--- config.mk ---
export PLATFORM = sky130hd
export DESIGN_NAME = scb_capture
export DESIGN_NICKNAME = d
export VERILOG_FILES = /design/src/hw/scb_pkg.sv /design/src/hw/scb_stream_if.sv /design/src/hw/scb_capture.sv /design/src/hw/scb_fifo.sv
export VERILOG_INCLUDE_DIRS = /design/src /design/src/hw
export SDC_FILE = /design/constraint.sdc
export NUM_CORES = 1
export LEC_CHECK = 0
export BUFFER_PORTS_ARGS = -buffer_cell sky130_fd_sc_hd__buf_2
export CORE_MARGIN = 1
export CORE_UTILIZATION = 55
export CTS_CLUSTER_DIAMETER = 50
export DETAILED_ROUTE_END_ITERATION = 10
export PLACE_DENSITY = 0.72
export SYNTH_ARGS = -nofsm -noshare
export SYNTH_HDL_FRONTEND = slang
export SYNTH_HIERARCHICAL = 1
export SYNTH_SLANG_ARGS = --single-unit
--- constraint.sdc ---
create_clock -name mclk -period 13.5 [get_ports mclk]
set_input_delay 2.7 -clock mclk [delete_from_list [all_inputs] [get_ports mclk]]
set_output_delay 2.7 -clock mclk [all_outputs]
set_load 0.02 [all_outputs]
--- src/hw/scb_defs.svh ---
`ifndef SCB_DEFS_SVH
`define SCB_DEFS_SVH

// ****************************************
// Capture position and buffering constants
// ****************************************
// Share of each segment kept for samples before the trigger, in percent
`define SCB_PRE_PCT 10
// Whole segment, in percent
`define SCB_FULL_PCT 100
// Default total sample depth of the capture memory
`define SCB_TOTAL_DEPTH 1024
// Default largest segment count
`define SCB_MAX_SEGS 16
// Default depth of the write FIFO, in words
`define SCB_FIFO_DEPTH 16
// Reset value of the segment-count setting (one segment)
`define SCB_SEGLOG_RST 4'h0

`endif

--- src/hw/scb_pkg.sv ---
// ****************************************
// Types shared by the capture buffer
// ****************************************
package scb_pkg;

	// Capture sequencer states
	typedef enum logic [1:0] {
		SCB_IDLE = 2'b00,
		SCB_PRE = 2'b01,
		SCB_POST = 2'b10,
		SCB_DONE = 2'b11
	} scb_state_e;

	// Source of the per-segment trigger events
	typedef enum logic {
		SCB_FLOW_SEQ = 1'b0,
		SCB_FLOW_CUSTOM = 1'b1
	} scb_flow_e;

endpackage

--- src/hw/scb_stream_if.sv ---
`timescale 1ns/10ps
`default_nettype none

// ****************************************
// Valid/ready word stream between modules
// ****************************************
interface scb_stream_if #(
	parameter int WIDTH = 8
);
	logic valid;
	logic ready;
	logic [WIDTH-1:0] data;

	// Producer drives valid and data, consumer drives ready
	modport src (output valid, output data, input ready);
	modport snk (input valid, input data, output ready);
endinterface

`default_nettype wire

--- src/hw/scb_capture.sv ---
`timescale 1ns/10ps
`default_nettype none
`include "scb_defs.svh"

// Function
// - Segmented mode splits memory, one trigger each
// - Active segment stores a sample every clock the write FIFO has room
// - Finished segment advances to the next one
// - Next segment trigger evaluated right after trigger
// - Next trigger or post-fill end starts next
// - Trigger events from sequential or custom flow
// - Sequential flow uses one position for all
// - Ten percent before trigger, ninety after
// - Unwritten locations stay empty; trigger start skips pre
// - Custom commands close segment and advance capture
module scb_capture
	import scb_pkg::*;
#(
	parameter int DATA_W = 16,
	parameter int TOTAL_DEPTH = `SCB_TOTAL_DEPTH,
	parameter int MAX_SEGS = `SCB_MAX_SEGS,
	parameter int FIFO_DEPTH = `SCB_FIFO_DEPTH
) (
	input wire logic mclk, // Acquisition clock, 20 MHz
	input wire logic resetn, // Asynchronous reset, active low
	input wire logic arm, // Start an acquisition (pulse)
	input wire logic seg_en, // Segmented mode enable
	input wire logic [3:0] seg_log2, // Segment count as a power of two
	input wire logic flow_sel, // 0 sequential flow, 1 custom flow
	input wire logic seq_hit, // Sequential condition of the evaluated segment met
	input wire logic seg_trig_cmd, // Custom flow segment-trigger command
	input wire logic trig_cmd, // Custom flow trigger command
	input wire logic [DATA_W-1:0] probe, // Probed design signals
	input wire logic mem_ready, // Capture memory accepts a write
	output logic mem_valid, // Capture memory write request
	output logic [$clog2(TOTAL_DEPTH)-1:0] mem_addr, // Capture memory write address
	output logic [DATA_W-1:0] mem_data, // Capture memory write data
	output logic busy, // Acquisition in progress
	output logic done, // All segments captured
	output logic [$clog2(MAX_SEGS):0] act_seg, // Segment being written
	output logic [$clog2(MAX_SEGS):0] eval_seg // Segment whose trigger is evaluated
);
	localparam int AW = $clog2(TOTAL_DEPTH);
	localparam int SW = $clog2(MAX_SEGS) + 1;
	localparam int FW = AW + DATA_W;
	localparam logic [3:0] MAX_LOG = 4'($clog2(MAX_SEGS));

	// ****************************************
	// Segment geometry
	// ****************************************

	// Depth of one segment; segments tile the total depth exactly
	function automatic logic [AW:0] seg_depth(input logic [3:0] sh);
		seg_depth = (AW + 1)'(TOTAL_DEPTH) >> sh;
	endfunction

	// Pre-trigger share of one segment, rounded down
	function automatic logic [AW:0] pre_len(input logic [3:0] sh);
		int d;
		d = int'(seg_depth(sh));
		pre_len = (AW + 1)'((d * `SCB_PRE_PCT) / `SCB_FULL_PCT);
	endfunction

	// First address of a segment
	function automatic logic [AW-1:0] seg_base(input logic [SW-1:0] s, input logic [3:0] sh);
		logic [AW+SW-1:0] w;
		w = (AW + SW)'(s) << (4'(AW) - sh);
		seg_base = w[AW-1:0];
	endfunction

	// ****************************************
	// Sequencer state
	// ****************************************
	scb_state_e st_r, st_nxt;
	logic [3:0] sh_r, sh_nxt;
	logic [SW-1:0] seg_r, seg_nxt, ev_r, ev_nxt;
	logic [AW:0] off_r, off_nxt, cnt_r, cnt_nxt;
	logic busy_r, busy_nxt, done_r, done_nxt;
	logic [AW-1:0] waddr;
	logic push, hit, last_seg;
	logic [AW:0] sdep, plen, postl;

	scb_stream_if #(.WIDTH(FW)) wr_s ();
	scb_stream_if #(.WIDTH(FW)) rd_s ();
	logic mv_r, mv_nxt;
	logic [AW-1:0] ma_r, ma_nxt;
	logic [DATA_W-1:0] md_r, md_nxt;

	assign sdep = seg_depth(sh_r);
	assign plen = pre_len(sh_r);
	assign postl = sdep - plen;
	assign last_seg = (seg_r == SW'((1 << sh_r) - 1));

	// Trigger source picked by flow; one position setting serves every segment
	// flow selection
	assign hit = (flow_sel == SCB_FLOW_CUSTOM) ? (seg_trig_cmd || trig_cmd) : seq_hit;

	// Sample goes to the FIFO; a full FIFO stalls the sequencer in place
	assign wr_s.valid = push;
	assign wr_s.data = {waddr, probe};

	// Next-state logic of the capture sequencer
	always_comb begin
		st_nxt = st_r;
		sh_nxt = sh_r;
		seg_nxt = seg_r;
		ev_nxt = ev_r;
		off_nxt = off_r;
		cnt_nxt = cnt_r;
		busy_nxt = busy_r;
		done_nxt = done_r;
		push = 1'b0;
		waddr = seg_base(seg_r, sh_r) + off_r[AW-1:0];
		unique case (st_r)
			SCB_IDLE, SCB_DONE: begin
				if (arm) begin
					sh_nxt = !seg_en ? 4'h0 : (seg_log2 > MAX_LOG) ? MAX_LOG : seg_log2;
					seg_nxt = '0;
					ev_nxt = '0;
					off_nxt = '0;
					st_nxt = SCB_PRE;
					busy_nxt = 1'b1;
					done_nxt = 1'b0;
				end
			end
			SCB_PRE: begin
				push = wr_s.ready;
				if (wr_s.ready) begin
					off_nxt = (off_r == sdep - 1'b1) ? '0 : off_r + 1'b1;
					if (hit) begin
						cnt_nxt = postl - 1'b1;
						ev_nxt = seg_r + 1'b1;
						st_nxt = SCB_POST;
					end
				end
			end
			SCB_POST: begin
				push = wr_s.ready;
				if (wr_s.ready && hit && !last_seg) begin
					seg_nxt = seg_r + 1'b1;
					waddr = seg_base(seg_r + 1'b1, sh_r) + plen[AW-1:0];
					off_nxt = plen + 1'b1;
					cnt_nxt = postl - 1'b1;
					ev_nxt = seg_r + 2'd2;
				end else if (wr_s.ready) begin
					off_nxt = (off_r == sdep - 1'b1) ? '0 : off_r + 1'b1;
					cnt_nxt = cnt_r - 1'b1;
					if (cnt_r == (AW + 1)'(1)) begin
						if (last_seg) begin
							st_nxt = SCB_DONE;
							busy_nxt = 1'b0;
							done_nxt = 1'b1;
						end else begin
							seg_nxt = seg_r + 1'b1;
							off_nxt = '0;
							st_nxt = SCB_PRE;
						end
					end
				end
			end
		endcase
	end

	// Sequencer registers
	always_ff @(posedge mclk or negedge resetn) begin
		if (!resetn) begin
			st_r <= SCB_IDLE;
			sh_r <= `SCB_SEGLOG_RST;
			seg_r <= '0;
			ev_r <= '0;
			off_r <= '0;
			cnt_r <= '0;
			busy_r <= 1'b0;
			done_r <= 1'b0;
		end else begin
			st_r <= st_nxt;
			sh_r <= sh_nxt;
			seg_r <= seg_nxt;
			ev_r <= ev_nxt;
			off_r <= off_nxt;
			cnt_r <= cnt_nxt;
			busy_r <= busy_nxt;
			done_r <= done_nxt;
		end
	end

	// ****************************************
	// Write buffering toward the capture memory
	// ****************************************

	// Absorbs short memory stalls; a long stall pauses capture
	scb_fifo #(
		.WIDTH(FW),
		.DEPTH(FIFO_DEPTH)
	) u_fifo (
		.clk(mclk),
		.rst_n(resetn),
		.wr(wr_s),
		.rd(rd_s)
	);

	// Output stage refills when empty or taken, so the memory port never sees the read mux
	assign rd_s.ready = !mv_r || mem_ready;

	// Next values of the output stage; a word waiting on a stall holds still
	always_comb begin
		mv_nxt = mv_r;
		ma_nxt = ma_r;
		md_nxt = md_r;
		if (rd_s.ready) begin
			mv_nxt = rd_s.valid;
		end
		if (rd_s.ready && rd_s.valid) begin
			ma_nxt = rd_s.data[FW-1:DATA_W];
			md_nxt = rd_s.data[DATA_W-1:0];
		end
	end

	// Output stage registers
	always_ff @(posedge mclk or negedge resetn) begin
		if (!resetn) begin
			mv_r <= 1'b0;
			ma_r <= '0;
			md_r <= '0;
		end else begin
			mv_r <= mv_nxt;
			ma_r <= ma_nxt;
			md_r <= md_nxt;
		end
	end

	// Status outputs straight from the sequencer flops
	assign busy = busy_r;
	assign done = done_r;
	assign act_seg = seg_r;
	assign eval_seg = ev_r;
	// Memory write port from the output stage flops
	assign mem_valid = mv_r;
	assign mem_addr = ma_r;
	assign mem_data = md_r;
endmodule

`default_nettype wire

--- src/hw/scb_fifo.sv ---
`timescale 1ns/10ps
`default_nettype none

// ****************************************
// Flip-flop FIFO with valid/ready on both sides
// ****************************************
module scb_fifo #(
	parameter int WIDTH = 8,
	parameter int DEPTH = 16
) (
	input wire logic clk, // Clock
	input wire logic rst_n, // Asynchronous reset, active low
	scb_stream_if.snk wr, // Filling side
	scb_stream_if.src rd // Draining side
);
	localparam int PW = $clog2(DEPTH);
	localparam int CW = $clog2(DEPTH + 1);

	logic [WIDTH-1:0] mem_r [DEPTH];
	logic [PW-1:0] wp_r, wp_nxt, rp_r, rp_nxt;
	logic [CW-1:0] cnt_r, cnt_nxt;
	logic push, pop;

	// Full and empty come straight from the held count
	assign wr.ready = (cnt_r != CW'(DEPTH));
	assign rd.valid = (cnt_r != '0);
	assign rd.data = mem_r[rp_r];
	assign push = wr.valid && wr.ready;
	assign pop = rd.valid && rd.ready;

	// Pointer and count update, wrapping for any depth
	always_comb begin
		wp_nxt = wp_r;
		rp_nxt = rp_r;
		cnt_nxt = cnt_r;
		if (push) begin
			wp_nxt = (wp_r == PW'(DEPTH - 1)) ? '0 : wp_r + 1'b1;
		end
		if (pop) begin
			rp_nxt = (rp_r == PW'(DEPTH - 1)) ? '0 : rp_r + 1'b1;
		end
		if (push && !pop) begin
			cnt_nxt = cnt_r + 1'b1;
		end else if (pop && !push) begin
			cnt_nxt = cnt_r - 1'b1;
		end
	end

	// Pointers and count
	always_ff @(posedge clk or negedge rst_n) begin
		if (!rst_n) begin
			wp_r <= '0;
			rp_r <= '0;
			cnt_r <= '0;
		end else begin
			wp_r <= wp_nxt;
			rp_r <= rp_nxt;
			cnt_r <= cnt_nxt;
		end
	end

	// Storage needs no reset; nothing reads a word before it is written
	always_ff @(posedge clk) begin
		if (push) begin
			mem_r[wp_r] <= wr.data;
		end
	end
endmodule

`default_nettype wire

Word level (Yosys, flattened, before mapping)
Memory sizes are Yosys's and may differ from the RTL's. A register that Yosys moved wholly into a read port is not among the register bits.
Cells that the tools add are included.
Word-level totals
  flip-flop bits (word level): 54
  RAM bits: 416
  input port bits: 29
  output and inout bits: 39
  logic and storage cells: 138
  memories kept: 1
Operators by class
  add/subtract/negate cells: 16
  multiply operators: 1
  div/mod/pow operators: 1
  $lt $le $gt $ge: 1
  equality and inequality tests: 20
  shift operators: 4
  mux-type cells: 55
  reduce and logical (&&, ||, !) cells: 27
Memory list
  u_fifo.mem_r: words 16, width 26, read ports 1, clocked after Yosys merged registers in 1, wr ports 1, line scb_fifo.sv:19  | logic [WIDTH-1:0] mem_r [DEPTH];
Operators by type and width (count)
  two-way mux 11 bit: 11
  two-way mux 5 bit: 10
  one-hot mux 11 bit (3 select lines): 1
  subtractor 11 x 1 -> 11 bit, second input constant: 3
  divider 32 x 8 -> 32 bit, second input constant: 1
  adder 11 x 1 -> 11 bit, second input constant: 2
  one-hot mux 11 bit (2 select lines): 1
  adder 10 bit: 2
  two-way mux 10 bit: 2
  << shifter 5 x 4 -> 10 bit: 2
  two-way mux 4 bit: 4
  one-hot mux 5 bit (3 select lines): 1
  multiplier 11 x 3 -> 14 bit, second input constant: 1
  two-way mux 1 bit: 14
  two-way mux 2 bit: 7
  inequality test 2 bit, second input constant: 6
  AND reduction 6 bit: 2
  equality test 11 x 1 -> 1 bit, second input constant: 1
  equality test 11 bit: 1
  right shift 11 x 4 -> 11 bit, first input constant: 1
  subtractor 11 bit: 1
  adder 5 x 1 -> 5 bit, second input constant: 2
  one-hot mux 5 bit (2 select lines): 1
  adder 4 x 1 -> 4 bit, second input constant: 2
  27 further kinds: 46

Longest topological paths before layout
  depth after elaboration: 9
  depth in mapped cells: 55
  depth with buffers taken out: 53

Cells and area by module
The synthesis kept the hierarchy.
By module, submodules not included
  scb_fifo: instances 1, cells an instance 738, area each 16555.9 um^2, sequential area each 12817.3 um^2
  scb_capture: instances 1, cells an instance 1041, area each 8266.7 um^2, sequential area each 1676.6 um^2

Least setup slack after synthesis
OpenSTA, ideal clock, no wires.
  kind: reg2reg
  from: register sh_r[0]
  to: register cnt_r[10] (netlist name)
  library setup time: 121 ps
  arrival: 9896 ps
  required time: 13379 ps
  slack: 3483 ps
  stages on the path, launching flop included: 49
  path buffers: 3
  clock period less this slack: 10017 ps
  cells stage by stage: dfrtp_1 -> clkbuf_1 -> inv_2 -> ha_1 -> or3b_1 -> buf_4 -> inv_2 -> ha_1 -> ha_1 -> buf_2 -> or3_1 -> a22oi_1 -> a21oi_1 -> ha_1 -> nand2b_1 -> o21ai_2 -> and3_1 -> a211oi_2 -> [... 13 more ...] -> mux2_2 -> o31a_1 -> nand2_1 -> inv_1 -> ha_1 -> fa_1 -> a21o_1 -> a21oi_1 -> maj3_1 -> nor2_1 -> nor2_1 -> o21bai_1 -> a21oi_1 -> nor2b_1 -> nor3_1 -> xnor2_1 -> o32ai_1 -> a22o_1
RTL lines
  start, declared: line scb_capture.sv:75  | logic [3:0] sh_r, sh_nxt;
  start signal, assigned: line scb_capture.sv:168  | sh_r <= `SCB_SEGLOG_RST;
  start signal, assigned: line scb_capture.sv:177  | sh_r <= sh_nxt;

==> run summary <==
status: finished, final reports clean
Critical Path Sink Type: flop
Max FO, Critical Path: 19
CP Class: reg2reg
post-cts resize count: 0
share of cells above drive strength 1: 21.61%
fin crit share: 86.47%
setup TNS: 0 ps
Die Area: 45980 um2
Antenna Nets Post-Route: 0
Core Region: 44410 um2
Root Driver: clkbuf_16
synth warn: 6
clock sink count: 496
vias in the first global route: 16.05k
H-tree levels: 2
DRC viols: 0
Syn-to-layout area delta: 10.93%
asr flop ratio synth: 16.13%
crit path launch: sh_r[0]
die width: 214.4 um
clock latency at the later pin of the worst-skew pair: 600 ps
Vias: 15.70k
post-DR vias/cell: 6.329
Syn Area/Cell: 13.95 um2
count of final setup violators: 0
WL/cell: 23.63 um
Crit path required time: 13980 ps
Buf/Inv on CP: 3
delay-heaviest family, CP: compound AO/OA/AOI/OAI gates
initial antenna violation count: 1
Placer Congestion: 0.8615
CTS tree: built
DRT Wirelength: 58.60 mm
first-pass GRT wire length: 91.45 mm
# port buffers: 67
number of synthesized flops with an enable pin: 416
DP Wirelength: 35.72 mm
register bit total from synthesis: 496
Final nets: 1947
initial drt markers: 1453
worst-case clock buffer depth: 3
Hold Path Origin: done
RSZ-0062 raised after global routing: false
Least-Margin Pin Slew: 1280 ps
clock slew at reported path FFs: 60 ps
grt ovf: 0
Tot GR Track Use: 25.88%
Yosys cell types: 105
CP arrival: 12150 ps
top_reg_cell synth: edfxtp_1
Hold Violations, Final: 0
r2r startpoint: sh_r[0]
CP Launch Type: flop
Post-CTS Setup Inserts: 0
total CTS buffers: 51
crit-path most repeated cell: ha_1
fin crit period: 11670 ps
largest net degree at the start of global routing: 64
TritonRoute pass-1 iters: 6
Cells after Synth: 1779
# IOs: 68
Die H: 214.4 um
placed insts: 2385
Slew Viols, Final: 0
slowest stage cell, crit path: dfrtp_1
Ant. Diodes: 0
worst hold path type: reg2reg
Slew headroom: 14.49%
slowest stage delay, CP: 730 ps
Synth Cell Area: 24820 um2
clk_skew: 15.09 ps
row count: 77
MaxCap Viol Count: 0
initial core utilization: 55.89%
sequential fraction of the synthesis area: 58.39%
hold bufs inserted after CTS: 0
FMAX: 85.66 MHz
Finished Layout Cells: 2480
[per-layer routing]
metal | vias up | track usage (%) | wire [um]
met5 | - | 0 | 17
met4 | 2 | 10.24 | 2039
met3 | 157 | 4.468 | 3509
met2 | 578 | 45.42 | 29840
met1 | 7888 | 31.87 | 23190
li1 | 7072 | - | -
[final timing paths]
path | end | slack [ps] | cells past startpoint
max in group asynchronous | u_fifo/rp_r[1] | 10110 | 2
setup / recovery | cnt_r[10] | 1830 | 46
hold / removal | done | 490 | 1
setup reg to reg | cnt_r[10] | 1830 | 46
min in group asynchronous | mem_addr[2] | 2100 | 1
hold reg to reg | done | 490 | 1
[flip-flops by register name, summed over array words and instances, names as in the netlist]
| signal | count |
|---|---|
| sh_r | 4 |
| busy | 1 |
| st_r | 2 |
| u_fifo/mem_r | 416 |
| off_r | 11 |
| mem_addr | 10 |
| u_fifo/rp_r | 4 |
| act_seg | 5 |
| mem_valid | 1 |
| eval_seg | 5 |
| mem_data | 16 |
| done | 1 |
| u_fifo/cnt_r | 5 |
| u_fifo/wp_r | 4 |
| cnt_r | 11 |
[stage by stage]
| stage | setup slack, ps | instance area (um2) | util, % | hold WS, ps |
|---|---|---|---|---|
| 3_3_place_gp | 2180 | 25810 | 58.11 | 473.4 |
| 4_1_cts | 1836 | 27540 | 62.00 | 491.8 |
| 6_report | 1826 | 27540 | 62.00 | 488.0 |
| 2_1_floorplan | 3483 | 24830 | - | 466.2 |
| 3_5_place_dp | 1898 | 25810 | 58.11 | 479.2 |
| 5_1_grt | 812.2 | 27540 | 62.00 | 512.1 |
[synthesized netlist by cell type (6+ instances only)]
master / n / area (um2)
edfxtp_1: 416 / 12490
nor2_1: 127 / 476.7
nand2_1: 124 / 465.5
mux4_2: 104 / 2342
a21oi_1: 82 / 410.4
dfrtp_1: 80 / 2002
ha_1: 67 / 838.3
o21ai_0: 65 / 325.3
xnor2_1: 61 / 534.3
inv_1: 49 / 183.9
nand3_1: 45 / 225.2
a22oi_1: 40 / 300.3
clkbuf_1: 39 / 146.4
mux2_2: 39 / 439.2
nor3_1: 27 / 135.1
buf_2: 23 / 115.1
xor2_1: 23 / 201.4
a22oi_2: 21 / 262.8
a21o_1: 20 / 150.1
nand2b_1: 19 / 118.9
and2_1: 18 / 112.6
and3_1: 15 / 93.84
o211ai_1: 15 / 112.6
a31oi_1: 13 / 81.33
a211oi_1: 12 / 90.09
a22o_1: 11 / 96.34
nor2b_1: 10 / 62.56
a211o_1: 9 / 78.83
o21bai_1: 9 / 67.56
mux2i_1: 7 / 70.07
nor4_1: 7 / 43.79
o31ai_1: 7 / 52.55
or3_1: 7 / 43.79
o211ai_2: 6 / 75.07
[cell families (layout without fill, tap and decap cells)]
| family | Yosys count | in the layout | share of synthesized area, % |
|---|---|---|---|
| muxes | 152 | 152 | 11.59 |
| xor gates and xnor gates | 84 | 84 | 2.964 |
| adders and majority gates | 77 | 77 | 3.987 |
| other | 1 | 2 | 0.01511 |
| DFF | 496 | 496 | 58.39 |
| AOI/OAI and AO/OA | 408 | 408 | 12.48 |
| buffers and inverters | 134 | 242 | 2.500 |
| and+or+nand+nor | 427 | 427 | 8.080 |
[area by class of cell]
class	instances	area [um2]
tap	592	740.7
timing repair buffer	91	518.0
inverter	56	212.7
clock inverter	28	381.6
clock buffer	67	1346
fill	3264	16880
multi-input combinational	1150	9836
sequential	496	14500
[worst reg2reg max path, delay by kind of cell, from the launching register on]
kind | cells | cell delay (ps)
compound gates | 23 | 5710
xor+xnor | 1 | 150
fa+ha+maj | 7 | 2100
buf+inv | 3 | 470
flops | 1 | 730
simple gates | 12 | 2390
[layout by cell type (no fill, tap or decap), types with 49 or more instances in the layout]
cell / count
a21oi_1: 82
ha_1: 67
xnor2_1: 61
clkbuf_16: 51
nor2_1: 114
mux4_2: 104
dfrtp_1: 78
buf_2: 66
nand2_1: 124
inv_1: 49
edfxtp_1: 416
o21ai_0: 64
Power is not shown: default switching activity piles up to over one toggle a cycle in this logic, so the estimate is an artifact.
